--- config.mk ---
export PLATFORM = sky130hd
export DESIGN_NAME = lft_ctrl
export DESIGN_NICKNAME = d
export VERILOG_FILES = /design/src/hw/lft_pkg.sv /design/src/hw/lft_ctrl.sv /design/src/hw/lft_sync.sv
export SDC_FILE = /design/constraint.sdc
export NUM_CORES = 1
export LEC_CHECK = 0
export BUFFER_PORTS_ARGS = -buffer_cell sky130_fd_sc_hd__buf_2
export CAP_MARGIN = 20
export CORE_MARGIN = 1
export CORE_UTILIZATION = 50
export CTS_CLUSTER_SIZE = 28
export DETAILED_ROUTE_END_ITERATION = 7
export PLACE_DENSITY = 0.75
export SYNTH_ARGS = -nofsm -noshare
export SYNTH_HDL_FRONTEND = slang
export SYNTH_SLANG_ARGS = --single-unit
--- constraint.sdc ---
create_clock -name pclk -period 6.58 [get_ports pclk]
set_clock_uncertainty 0.2 [all_clocks]
set_input_delay 1.316 -clock pclk [delete_from_list [all_inputs] [get_ports pclk]]
set_output_delay 1.316 -clock pclk [all_outputs]
set_load 0.05 [all_outputs]
--- src/hw/lft_pkg.sv ---
// Purpose: Constants for the panel frame timing control block
// Assumes: APB slave, 32-bit data, byte addresses
// Notes:   Offsets of the control and pin registers are chosen here
package lft_pkg;

  // Register offsets
  localparam logic [7:0] LFT_CTRL_OFS   = 8'h00;
  localparam logic [7:0] LFT_PINEN_OFS  = 8'h04;
  localparam logic [7:0] LFT_BPSEL_OFS  = 8'h08;
  localparam logic [7:0] LFT_STATUS_OFS = 8'h0C;

  // Control field positions
  localparam int LFT_EN_BIT   = 7;
  localparam int LFT_SRC_BIT  = 6;
  localparam int LFT_PRE_LSB  = 3;
  localparam int LFT_DUTY_LSB = 0;

  // Reset values
  localparam logic [7:0] LFT_CTRL_RST  = 8'h03;
  localparam logic [7:0] LFT_PINEN_RST = 8'h00;
  localparam logic [7:0] LFT_BPSEL_RST = 8'h00;

  // Frame equation constants
  localparam int LFT_MUL_EIGHT = 8;
  localparam int LFT_PRE_BASE  = 4;

  // Duty-dependent factor, one byte per duty code, code 0 in the lowest byte
  localparam logic [63:0] LFT_Y_TABLE = 64'h1008_0504_0303_0202;

endpackage

--- src/hw/lft_ctrl.sv ---
// Purpose: Panel control register and frame timing for a segment panel driver
// Assumes: APB slave; panel clocks arrive asynchronously and are much slower than pclk
// Notes:   Panel base clock is counted as edges of the selected source
//
// Summary of operation
// - Disabled: pins off, clocks stopped, module idle
// - Enabled: drive only pins whose enable set
// - Backplane phases follow the selected duty
// - Enable also turns on selected bias generator
// - Source bit picks oscillator or alternate clock
// - Frame = clock/((duty+1)*8*(4+prescaler)*Y)
// - Y is 2,2,3,3,4,5,8,16 per duty
// - Duty field selects field plus one backplanes
// - Duty resets to four backplanes
//
// The register addresses and the APB register port were decided locally.
`timescale 1ns/10ps
`default_nettype none
module lft_ctrl
  import lft_pkg::*;
#(
  parameter int NPINS = 8
)
(
  input  wire logic             pclk,
  input  wire logic             presetn,
  input  wire logic             psel,
  input  wire logic             penable,
  input  wire logic             pwrite,
  input  wire logic [7:0]       paddr,
  input  wire logic [31:0]      pwdata,
  output var  logic [31:0]      prdata,
  output var  logic             pready,
  output var  logic             pslverr,
  input  wire logic             oscillator_output,
  input  wire logic             alt_clock,
  input  wire logic             bias_pump_select,
  output var  logic [NPINS-1:0] pin_drive_en,
  output var  logic [NPINS-1:0] backplane_active,
  output var  logic [2:0]       backplane_phase,
  output var  logic             frame_start,
  output var  logic             pump_enable,
  output var  logic             resistor_enable
);
  logic [7:0]       panel_control_zero;
  logic [NPINS-1:0] pin_enable_bits;
  logic [NPINS-1:0] backplane_select;
  logic [7:0]       sub_cnt;
  logic [4:0]       y_cnt;
  logic [2:0]       phase;
  logic             en_d;
  logic             osc_rise;
  logic             alt_rise;

  // Field views of the control register
  wire       panel_driver_enable = panel_control_zero[LFT_EN_BIT];
  wire       clk_src             = panel_control_zero[LFT_SRC_BIT];
  wire [2:0] frame_prescaler     = panel_control_zero[LFT_PRE_LSB +: 3];
  wire [2:0] duty                = panel_control_zero[LFT_DUTY_LSB +: 3];

  // APB decode; zero-wait answer, unmapped addresses error out
  wire acc      = psel && penable;
  wire hit_ctrl = paddr == LFT_CTRL_OFS;
  wire hit_pin  = paddr == LFT_PINEN_OFS;
  wire hit_bsel = paddr == LFT_BPSEL_OFS;
  wire hit_st   = paddr == LFT_STATUS_OFS;
  wire mapped   = hit_ctrl || hit_pin || hit_bsel || hit_st;
  wire wr       = acc && pwrite && mapped;
  wire [7:0] status_byte = {4'h0, (phase == 3'h0), phase};
  wire [31:0] next_prdata =
    hit_ctrl ? {24'h0, panel_control_zero} :
    hit_pin  ? {{(32-NPINS){1'b0}}, pin_enable_bits} :
    hit_bsel ? {{(32-NPINS){1'b0}}, backplane_select} :
    hit_st   ? {24'h0, status_byte} : 32'h0;

  // Clock source choice; edges of the chosen source advance the divider
  wire base_tick = clk_src ? alt_rise : osc_rise;

  // Divider terms; one sub-period of 8*(4+prescaler) base clocks
  wire [7:0] sub_len = 8'(LFT_MUL_EIGHT * (LFT_PRE_BASE + int'(frame_prescaler)));
  wire [4:0] y_len   = LFT_Y_TABLE[{duty, 3'h0} +: 5];
  wire       sub_end = base_tick && (sub_cnt == sub_len - 8'h01);
  wire       y_end   = sub_end && (y_cnt == y_len - 5'h01);
  wire       restart = panel_driver_enable && !en_d;

  lft_sync u_osc_sync
  (
    .pclk    (pclk),
    .presetn (presetn),
    .din     (oscillator_output),
    .rise    (osc_rise)
  );

  lft_sync u_alt_sync
  (
    .pclk    (pclk),
    .presetn (presetn),
    .din     (alt_clock),
    .rise    (alt_rise)
  );

  // Register writes; field change while enabled is the software's burden
  always_ff @(posedge pclk or negedge presetn)
  begin
    if (!presetn)
    begin
      panel_control_zero <= LFT_CTRL_RST;
      pin_enable_bits    <= NPINS'(LFT_PINEN_RST);
      backplane_select   <= NPINS'(LFT_BPSEL_RST);
      prdata             <= 32'h0;
      pready             <= 1'b0;
      pslverr            <= 1'b0;
    end
    else
    begin
      if (wr && hit_ctrl)
        panel_control_zero <= pwdata[7:0];
      if (wr && hit_pin)
        pin_enable_bits <= pwdata[NPINS-1:0];
      if (wr && hit_bsel)
        backplane_select <= pwdata[NPINS-1:0];
      prdata  <= (psel && !penable && !pwrite) ? next_prdata : prdata;
      pready  <= psel && !penable;
      pslverr <= psel && !penable && !mapped;
    end
  end

  // Frame divider: base ticks -> sub-period -> Y count -> backplane phase
  always_ff @(posedge pclk or negedge presetn)
  begin
    if (!presetn)
    begin
      en_d    <= 1'b0;
      sub_cnt <= 8'h0;
      y_cnt   <= 5'h0;
      phase   <= 3'h0;
    end
    else
    begin
      en_d <= panel_driver_enable;
      if (!panel_driver_enable || restart)
      begin
        sub_cnt <= 8'h0;
        y_cnt   <= 5'h0;
        phase   <= 3'h0;
      end
      else if (base_tick)
      begin
        sub_cnt <= sub_end ? 8'h0 : sub_cnt + 8'h01;
        if (sub_end)
          y_cnt <= y_end ? 5'h0 : y_cnt + 5'h01;
        if (y_end)
          phase <= (phase == duty) ? 3'h0 : phase + 3'h1;
      end
    end
  end

  // Pin and bias outputs, all registered
  always_ff @(posedge pclk or negedge presetn)
  begin
    if (!presetn)
    begin
      pin_drive_en     <= '0;
      backplane_active <= '0;
      backplane_phase  <= 3'h0;
      frame_start      <= 1'b0;
      pump_enable      <= 1'b0;
      resistor_enable  <= 1'b0;
    end
    else
    begin
      pin_drive_en     <= panel_driver_enable ? pin_enable_bits : '0;
      backplane_active <= panel_driver_enable ? (pin_enable_bits & backplane_select) : '0;
      backplane_phase  <= phase;
      frame_start      <= (y_end && phase == duty && panel_driver_enable) || restart;
      pump_enable      <= panel_driver_enable && bias_pump_select;
      resistor_enable  <= panel_driver_enable && !bias_pump_select;
    end
  end

  // Checks; divider ones rely on software keeping the fields still while enabled
  a_disable_pins: assert property (@(posedge pclk) disable iff (!presetn)
    !panel_driver_enable |=> pin_drive_en == '0 && !pump_enable && !resistor_enable)
    else $error("pins driven while disabled");
  a_pin_mask: assert property (@(posedge pclk) disable iff (!presetn)
    panel_driver_enable |=> (pin_drive_en & ~$past(pin_enable_bits)) == '0)
    else $error("unenabled pin driven");
  a_phase_bound: assert property (@(posedge pclk) disable iff (!presetn)
    phase <= duty)
    else $error("phase beyond duty");
  a_phase_step: assert property (@(posedge pclk) disable iff (!presetn)
    panel_driver_enable && !restart && !y_end |=> $stable(phase))
    else $error("phase moved between phase ends");
  a_bias_on: assert property (@(posedge pclk) disable iff (!presetn)
    panel_driver_enable |=> (pump_enable ^ resistor_enable))
    else $error("bias not enabled");
  a_src_select: assert property (@(posedge pclk) disable iff (!presetn)
    panel_driver_enable && !restart && (clk_src ? !alt_rise : !osc_rise) |=> $stable(sub_cnt))
    else $error("unselected source advanced divider");
  a_sub_wrap: assert property (@(posedge pclk) disable iff (!presetn)
    sub_cnt < sub_len || !panel_driver_enable)
    else $error("sub counter overflow");
  a_y_factor: assert property (@(posedge pclk) disable iff (!presetn)
    y_len == ((duty == 3'h7) ? 5'h10 :
              (duty == 3'h6) ? 5'h08 :
              (duty == 3'h5) ? 5'h05 :
              (duty == 3'h4) ? 5'h04 :
              (duty >= 3'h2) ? 5'h03 : 5'h02))
    else $error("factor table wrong");
  a_phase_wrap: assert property (@(posedge pclk) disable iff (!presetn)
    panel_driver_enable && !restart && y_end && phase == duty |=> phase == 3'h0)
    else $error("phase did not wrap at duty");
  a_restart_frame: assert property (@(posedge pclk) disable iff (!presetn)
    restart |=> phase == 3'h0 && sub_cnt == 8'h0 && y_cnt == 5'h0)
    else $error("no restart on enable");
  a_reset_duty: assert property (@(posedge pclk)
    $rose(presetn) |-> duty == 3'h3)
    else $error("duty reset value wrong");

  // Scenario covers
  c_enable: cover property (@(posedge pclk) disable iff (!presetn) restart);
  c_frame: cover property (@(posedge pclk) disable iff (!presetn) frame_start && !restart);
  c_phase_wrap: cover property (@(posedge pclk) disable iff (!presetn) y_end && phase == duty);
  c_alt_source: cover property (@(posedge pclk) disable iff (!presetn) base_tick && clk_src);
endmodule
`default_nettype wire

--- src/hw/lft_sync.sv ---
// Purpose: Three-stage synchroniser with agreement filter for one clock input
// Assumes: Input is asynchronous to pclk
// Notes:   First stage feeds only the second stage
`timescale 1ns/10ps
`default_nettype none
module lft_sync
(
  input  wire logic pclk,
  input  wire logic presetn,
  input  wire logic din,
  output var  logic rise
);
  logic s1;
  logic s2;
  logic s3;
  logic level;

  // Shift chain; a change counts once stages two and three agree
  always_ff @(posedge pclk or negedge presetn)
  begin
    if (!presetn)
    begin
      s1    <= 1'b0;
      s2    <= 1'b0;
      s3    <= 1'b0;
      level <= 1'b0;
      rise  <= 1'b0;
    end
    else
    begin
      s1    <= din;
      s2    <= s1;
      s3    <= s2;
      if (s2 == s3)
        level <= s3;
      rise  <= (s2 == s3) && s3 && !level;
    end
  end
endmodule
`default_nettype wire

==> impl_metrics.json, run 1 <==
{
  "multi_input_area_um2": 1560,
  "rsz0062_at_grt": "no",
  "synth-seq-cells": 83,
  "cts_tree": "done",
  "relSlewSlack_pct": 44.86,
  "grt_pass1_wl_mm": 11.17,
  "wl_per_cell_um": 14.10,
  "layout_common_cells": "81 x dfrtp_1, 55 x buf_2, 31 x nand2_1",
  "powerDensity_nw_per_um2": 226.8,
  "gp_congestion": 0.8359,
  "post-route-period-util_pct": 49.86,
  "placementRows": 31,
  "die_x_um": 89.26,
  "seq_area_um2": 2079,
  "path_cells": "buf_2, or4_1, nor3_2, and4_1, nand2_1, mux2_1",
  "synth_compound_area_share_pct": 6.704,
  "arrival_ps": 3310,
  "diodes": 0,
  "synthXorXnorAreaFrac_pct": 2.530,
  "critPathLaunchType": "input pin",
  "slowest_stage": "or4_1",
  "crit_type": "in2reg",
  "max_stage_delay_ps": 530,
  "cts_buffer_depth": 2,
  "r2r-start": "panel_control_zero[3]$_DFFE_PN0P_",
  "holdPathStages": 0,
  "hold_viol": 0,
  "crit_path_end_kind": "flip-flop",
  "status": "finished, final reports clean",
  "first_iter_violations": 103,
  "post-cts-setup-buffers": 0,
  "grt_pass1_vias": 2414,
  "cts-root-buf": "clkbuf_8",
  "synthAdderAreaFrac_pct": 2.300,
  "fmax_ghz": 0.3048,
  "clk_latency_ps": 360,
  "synth_cell_types": 53,
  "max_slew.worst_pin.slew_ps": 823.9,
  "vias_per_cell": 5.182,
  "floorplan.initialDensity_pct": 52.21,
  "synth_simple_gate_area_share_pct": 15.48,
  "synth_largest_area_cell": "dfrtp_1",
  "synth_enable_flop_cells": 0,
  "drt-pass1-iter-count": 4,
  "io_buffers": 55,
  "grt_usage_pct": 18.99,
  "ioPinCount": 104,
  "use_met1_pct": 22.55,
  "slew_violations": 0,
  "nets": 439,
  "netlist_area_um2": 3807,
  "crit_cells": 6,
  "final_common_cell": "dfrtp_1",
  "maxCapViolCount": 0,
  "synth_top_family_by_area": "simple AND/OR/NAND/NOR gates",
  "fin_crit_ps": 3281,
  "utilization_pct": 59.09,
  "grt.busiest_layer": "met2",
  "postCtsHoldBufs": 0,
  "crit_family": "simple AND/OR/NAND/NOR gates",
  "total_leakage_power_nw": 2.185,
  "fillCellCount": 614,
  "synthFlopType": "dfrtp_1",
  "synth_area_per_cell_um2": 11.57,
  "cts_made_buffers": 9,
  "ant_nets": 0,
  "yosysSeqAreaShare_pct": 54.62,
  "ir_drop_v": 0.0001162,
  "die_area_um2": 7967,
  "async_flop_share_pct": 100.0,
  "crit_start": "paddr[7]",
  "setup_viol": 0,
  "hold_path_class": "reg2reg",
  "drive_gt1_share_pct": 24.68,
  "grt_antenna_before_repair": 0,
  "finalSetupTns_ps": 0,
  "area_growth_pct": 13.18,
  "synthTopCellsByArea": "dfrtp_1 53%, buf_4 4.7%, mux2_1 4.1%, mux2_2 3.8%, nand2_1 3.1%",
  "synth_warnings": 0,
  "synthMuxAreaShare_pct": 11.60,
  "path_buf_inv": 1,
  "cts.clk_slew.worst_paths_ps": 80,
  "grt_util_met3_pct": 4.709,
  "wirelength_mm": 6.883,
  "synth_top_area_share_pct": 53.24,
  "reg2reg_depth": 7,
  "hpwl_mm": 4.724,
  "die_h_um": 89.26,
  "route.detailed.drc": 0,
  "cp.required_ps": 6610,
  "core_area_um2": 7292,
  "vias": 2529,
  "netlist_instances": 329,
  "worstPathMaxFanout": 8,
  "cts_resized": 0,
  "grt_start_max_net_pins": 84,
  "met2_usage_pct": 32.20,
  "htreeDepth": 3,
  "clock-sinks": 83,
  "grt_overflow": 0,
  "worstHoldStart": "u_alt_sync.s1$_DFF_PN0_"
}
power breakdown:
part           internal (W)  switching [W]
Clock              0.000189       0.000192
Sequential         0.000517     0.00000542
Combinational     0.0000169      0.0000562
Total              0.000723       0.000254
routing by layer:
| metal | vias up | part of all wire (%) | wire length (um) |
|---|---|---|---|
| met1 | 1223 | 44 | 3052 |
| met4 | 0 | 1.8 | 127 |
| li1 | 1218 | - | - |
| met3 | 11 | 5.0 | 342 |
| met5 | - | 0 | 0 |
| met2 | 77 | 49 | 3361 |
Yosys cell counts (2+ instances only):
library cell / n
xor2_1: 8
mux2i_1: 7
inv_1: 7
dfrtp_1: 81
nand2_1: 31
buf_4: 24
mux2_2: 13
nand3b_1: 2
and3_1: 9
buf_2: 2
or3_1: 5
o31ai_1: 2
nand3_1: 6
and2_1: 10
nor4bb_1: 2
o211ai_1: 5
ha_1: 7
o21ai_0: 11
mux2_1: 14
nor3b_1: 2
nor2_1: 14
nor3_1: 5
clkbuf_1: 9
mux4_2: 3
nor2b_1: 8
and4_1: 2
nand4_1: 3
a21oi_1: 9
xnor2_1: 3
dfstp_2: 2
logic make-up after synthesis:
family | after synthesis
adder cells (fa/ha/maj) | 7
other | 1
AO/OA/AOI/OAI | 39
AND/OR/NAND/NOR | 108
buffers and inverters | 43
flip-flops | 83
multiplexers | 37
XOR/XNOR | 11
state kept, by name (all words and copies together), names as in the netlist, 3 cells and up:
| name | count |
|---|---|
| backplane_active | 8 |
| backplane_select | 8 |
| panel_control_zero | 8 |
| pin_drive_en | 8 |
| pin_enable_bits | 8 |
| prdata | 8 |
| sub_cnt | 8 |
| y_cnt | 5 |
| backplane_phase | 3 |
| phase | 3 |
layout make-up:
type / count / share of cell area [%]
Sequential cell: 83 / 48.26
Multi-Input combinational cell: 226 / 36.21
Timing Repair Buffer: 57 / 7.201
Clock buffer: 10 / 3.194
Tap cell: 99 / 2.875
Clock inverter: 6 / 1.655
Inverter: 7 / 0.6098
worst paths after layout:
| kind | to | slack [ps] |
|---|---|---|
| max | backplane_select[1]$_DFFE_PN0P_ | 3300 |
| min | u_alt_sync.s2$_DFF_PN0_ | 160 |
| max reg2reg | phase[0]$_DFFE_PN0P_ | 3760 |
| min reg2reg | u_alt_sync.s2$_DFF_PN0_ | 160 |
| max in group asynchronous | u_osc_sync.s1$_DFF_PN0_ | 4990 |
| min in group asynchronous | backplane_active[0]$_DFF_PN0_ | 620 |
through the flow:
| stage | hold slack [ps] | cells | total power [W] | setup WS, ps | area (um2) |
|---|---|---|---|---|---|
| 3_5_place_dp | 143.6 | 470 | 0.0006049 | 2932 | 4068 |
| 3_3_place_gp | 135.2 | 470 | 0.0006028 | 2966 | 4068 |
| 5_1_grt | 164.5 | 488 | 0.001016 | 3189 | 4309 |
| 4_1_cts | 163.4 | 486 | 0.0009836 | 3304 | 4277 |
| 6_report | 159.9 | 488 | 0.0009773 | 3299 | 4309 |
| 2_1_floorplan | 131.2 | 352 | 0.0005924 | 3319 | 3894 |
No activity file was read; power rests on OpenSTA's default activity.
==> run 2, diff against run 1 <==
==> constraint.sdc (replaced) <==
create_clock -name pclk -period 3.1 [get_ports pclk]
set_clock_uncertainty 0.2 [all_clocks]
set_input_delay 0.62 -clock pclk [delete_from_list [all_inputs] [get_ports pclk]]
set_output_delay 0.62 -clock pclk [all_outputs]
set_load 0.05 [all_outputs]
==> impl_metrics.json, run 2 (synthesized netlist as in run 1, its figures left out) <==
{
  "hpwl_mm": 4.702,
  "arrival_ps": 2710,
  "area_growth_pct": 13.34,
  "grt_pass1_wl_mm": 10.98,
  "seq_area_um2": 2079,
  "io_buffers": 55,
  "nets": 443,
  "slew_violations": 0,
  "place_area_um2": 4090,
  "final_common_cell": "dfrtp_1",
  "total_leakage_power_nw": 2.185,
  "critPathLaunchType": "flip-flop",
  "met2_usage_pct": 32.82,
  "layout_common_cells": "81 x dfrtp_1, 55 x buf_2, 31 x nand2_1",
  "use_met1_pct": 21.62,
  "core_area_um2": 7292,
  "drive_gt1_share_pct": 25.19,
  "post-cts-setup-buffers": 0,
  "placementRows": 31,
  "final_cell_area_um2": 4315,
  "wirelength_mm": 6.713,
  "route.detailed.drc": 0,
  "die_area_um2": 7967,
  "powerDensity_nw_per_um2": 461.2,
  "finalSetupTns_ps": 0,
  "fmax_ghz": 0.3801,
  "ant_nets": 0,
  "grt_overflow": 0,
  "setup_viol": 0,
  "post-route-period-util_pct": 84.87,
  "utilization_pct": 59.18,
  "cts_buffer_depth": 2,
  "grt_pass1_vias": 2424,
  "crit_type": "reg2reg",
  "ir_drop_v": 0.0001875,
  "drt-pass1-iter-count": 5,
  "rsz0062_at_grt": "no",
  "cp.required_ps": 3180,
  "finalHoldWorstSlack_ps": 154.7,
  "status": "finished, final reports clean",
  "crit_path_end_kind": "flip-flop",
  "wl_per_cell_um": 13.64,
  "grt_util_met3_pct": 3.878,
  "grt.busiest_layer": "met2",
  "fillCellCount": 603,
  "fin_crit_ps": 2631,
  "ioPinCount": 104,
  "htreeDepth": 3,
  "clock-sinks": 83,
  "relSlewSlack_pct": 48.21,
  "cts_resized": 0,
  "max_slew.worst_pin.slew_ps": 773.9,
  "hold_viol": 0,
  "first_iter_violations": 109,
  "die_x_um": 89.26,
  "vias_per_cell": 5.185,
  "multi_input_area_um2": 1560,
  "die_h_um": 89.26,
  "postCtsHoldBufs": 0,
  "cts.clk_slew.worst_paths_ps": 90,
  "floorplan.initialDensity_pct": 52.21,
  "gp_congestion": 0.8400,
  "cts_tree": "done",
  "maxCapViolCount": 0,
  "cts-root-buf": "clkbuf_8",
  "worstPathMaxFanout": 10,
  "grt_usage_pct": 18.46,
  "vias": 2551,
  "cts_made_buffers": 9,
  "hold_path_class": "reg2reg",
  "grt_antenna_before_repair": 0,
  "grt_start_max_net_pins": 84,
  "diodes": 0,
  "clk_latency_ps": 360
}
## run 2: final timing paths
| kind | start | to | depth (start not counted) | slack (ps) |
|---|---|---|---|---|
| max | panel_control_zero[3]$_DFFE_PN0P_ | phase[1]$_DFFE_PN0P_ | 8 | 470 |
| min | u_alt_sync.s1$_DFF_PN0_ | u_alt_sync.s2$_DFF_PN0_ | 0 | 150 |
| max reg2reg | panel_control_zero[3]$_DFFE_PN0P_ | phase[1]$_DFFE_PN0P_ | 8 | 470 |
| min reg2reg | u_alt_sync.s1$_DFF_PN0_ | u_alt_sync.s2$_DFF_PN0_ | 0 | 150 |
| max in group asynchronous | presetn | u_osc_sync.rise$_DFF_PN0_ | 3 | 1680 |
| min in group asynchronous | presetn | backplane_active[1]$_DFF_PN0_ | 2 | 450 |
## run 2: critical path: stages (launching register included)
cell and delay, ps:
dfrtp_1 440, inv_1 70, ha_1 210, xnor2_1 140
or3_4 340, a2111o_1 430, buf_4 190, nor3_1 310
mux2i_1 220
## run 2: power by group
group / internal [W] / leakage [nW] / total, W / switching, W
registers: 0.00110 / 1.13 / 0.00111 / 0.0000108
logic: 0.0000377 / 0.974 / 0.000158 / 0.000120
clock network: 0.000301 / 0.0804 / 0.000724 / 0.000422
## run 2: routing by layer
| metal | vias to the layer above | wire (um) |
|---|---|---|
| met5 | - | 0 |
| met1 | 1249 | 3013 |
| met4 | 0 | 106 |
| met3 | 8 | 260 |
| met2 | 71 | 3332 |
| li1 | 1223 | - |
## run 2: final cells by class
cell class	instances	share of cell area (%)
clock buffers	9	2.870
clock inverters	7	1.363
inverters	7	0.6089
multi-input cells	226	36.16
flip-flops and latches	83	48.19
well taps	99	2.870
repair buffers	61	7.944
## run 2: per-stage QoR
stage / power (W) / instances / setup WS (ps)
CTS: 0.002001 / 489 / 459.9
floorplan: 0.001258 / 352 / 535.3
detailed placement: 0.001285 / 473 / 333.6
finish: 0.001990 / 492 / 469.0
global placement: 0.001280 / 473 / 358.7
global route: 0.002062 / 492 / 247.4
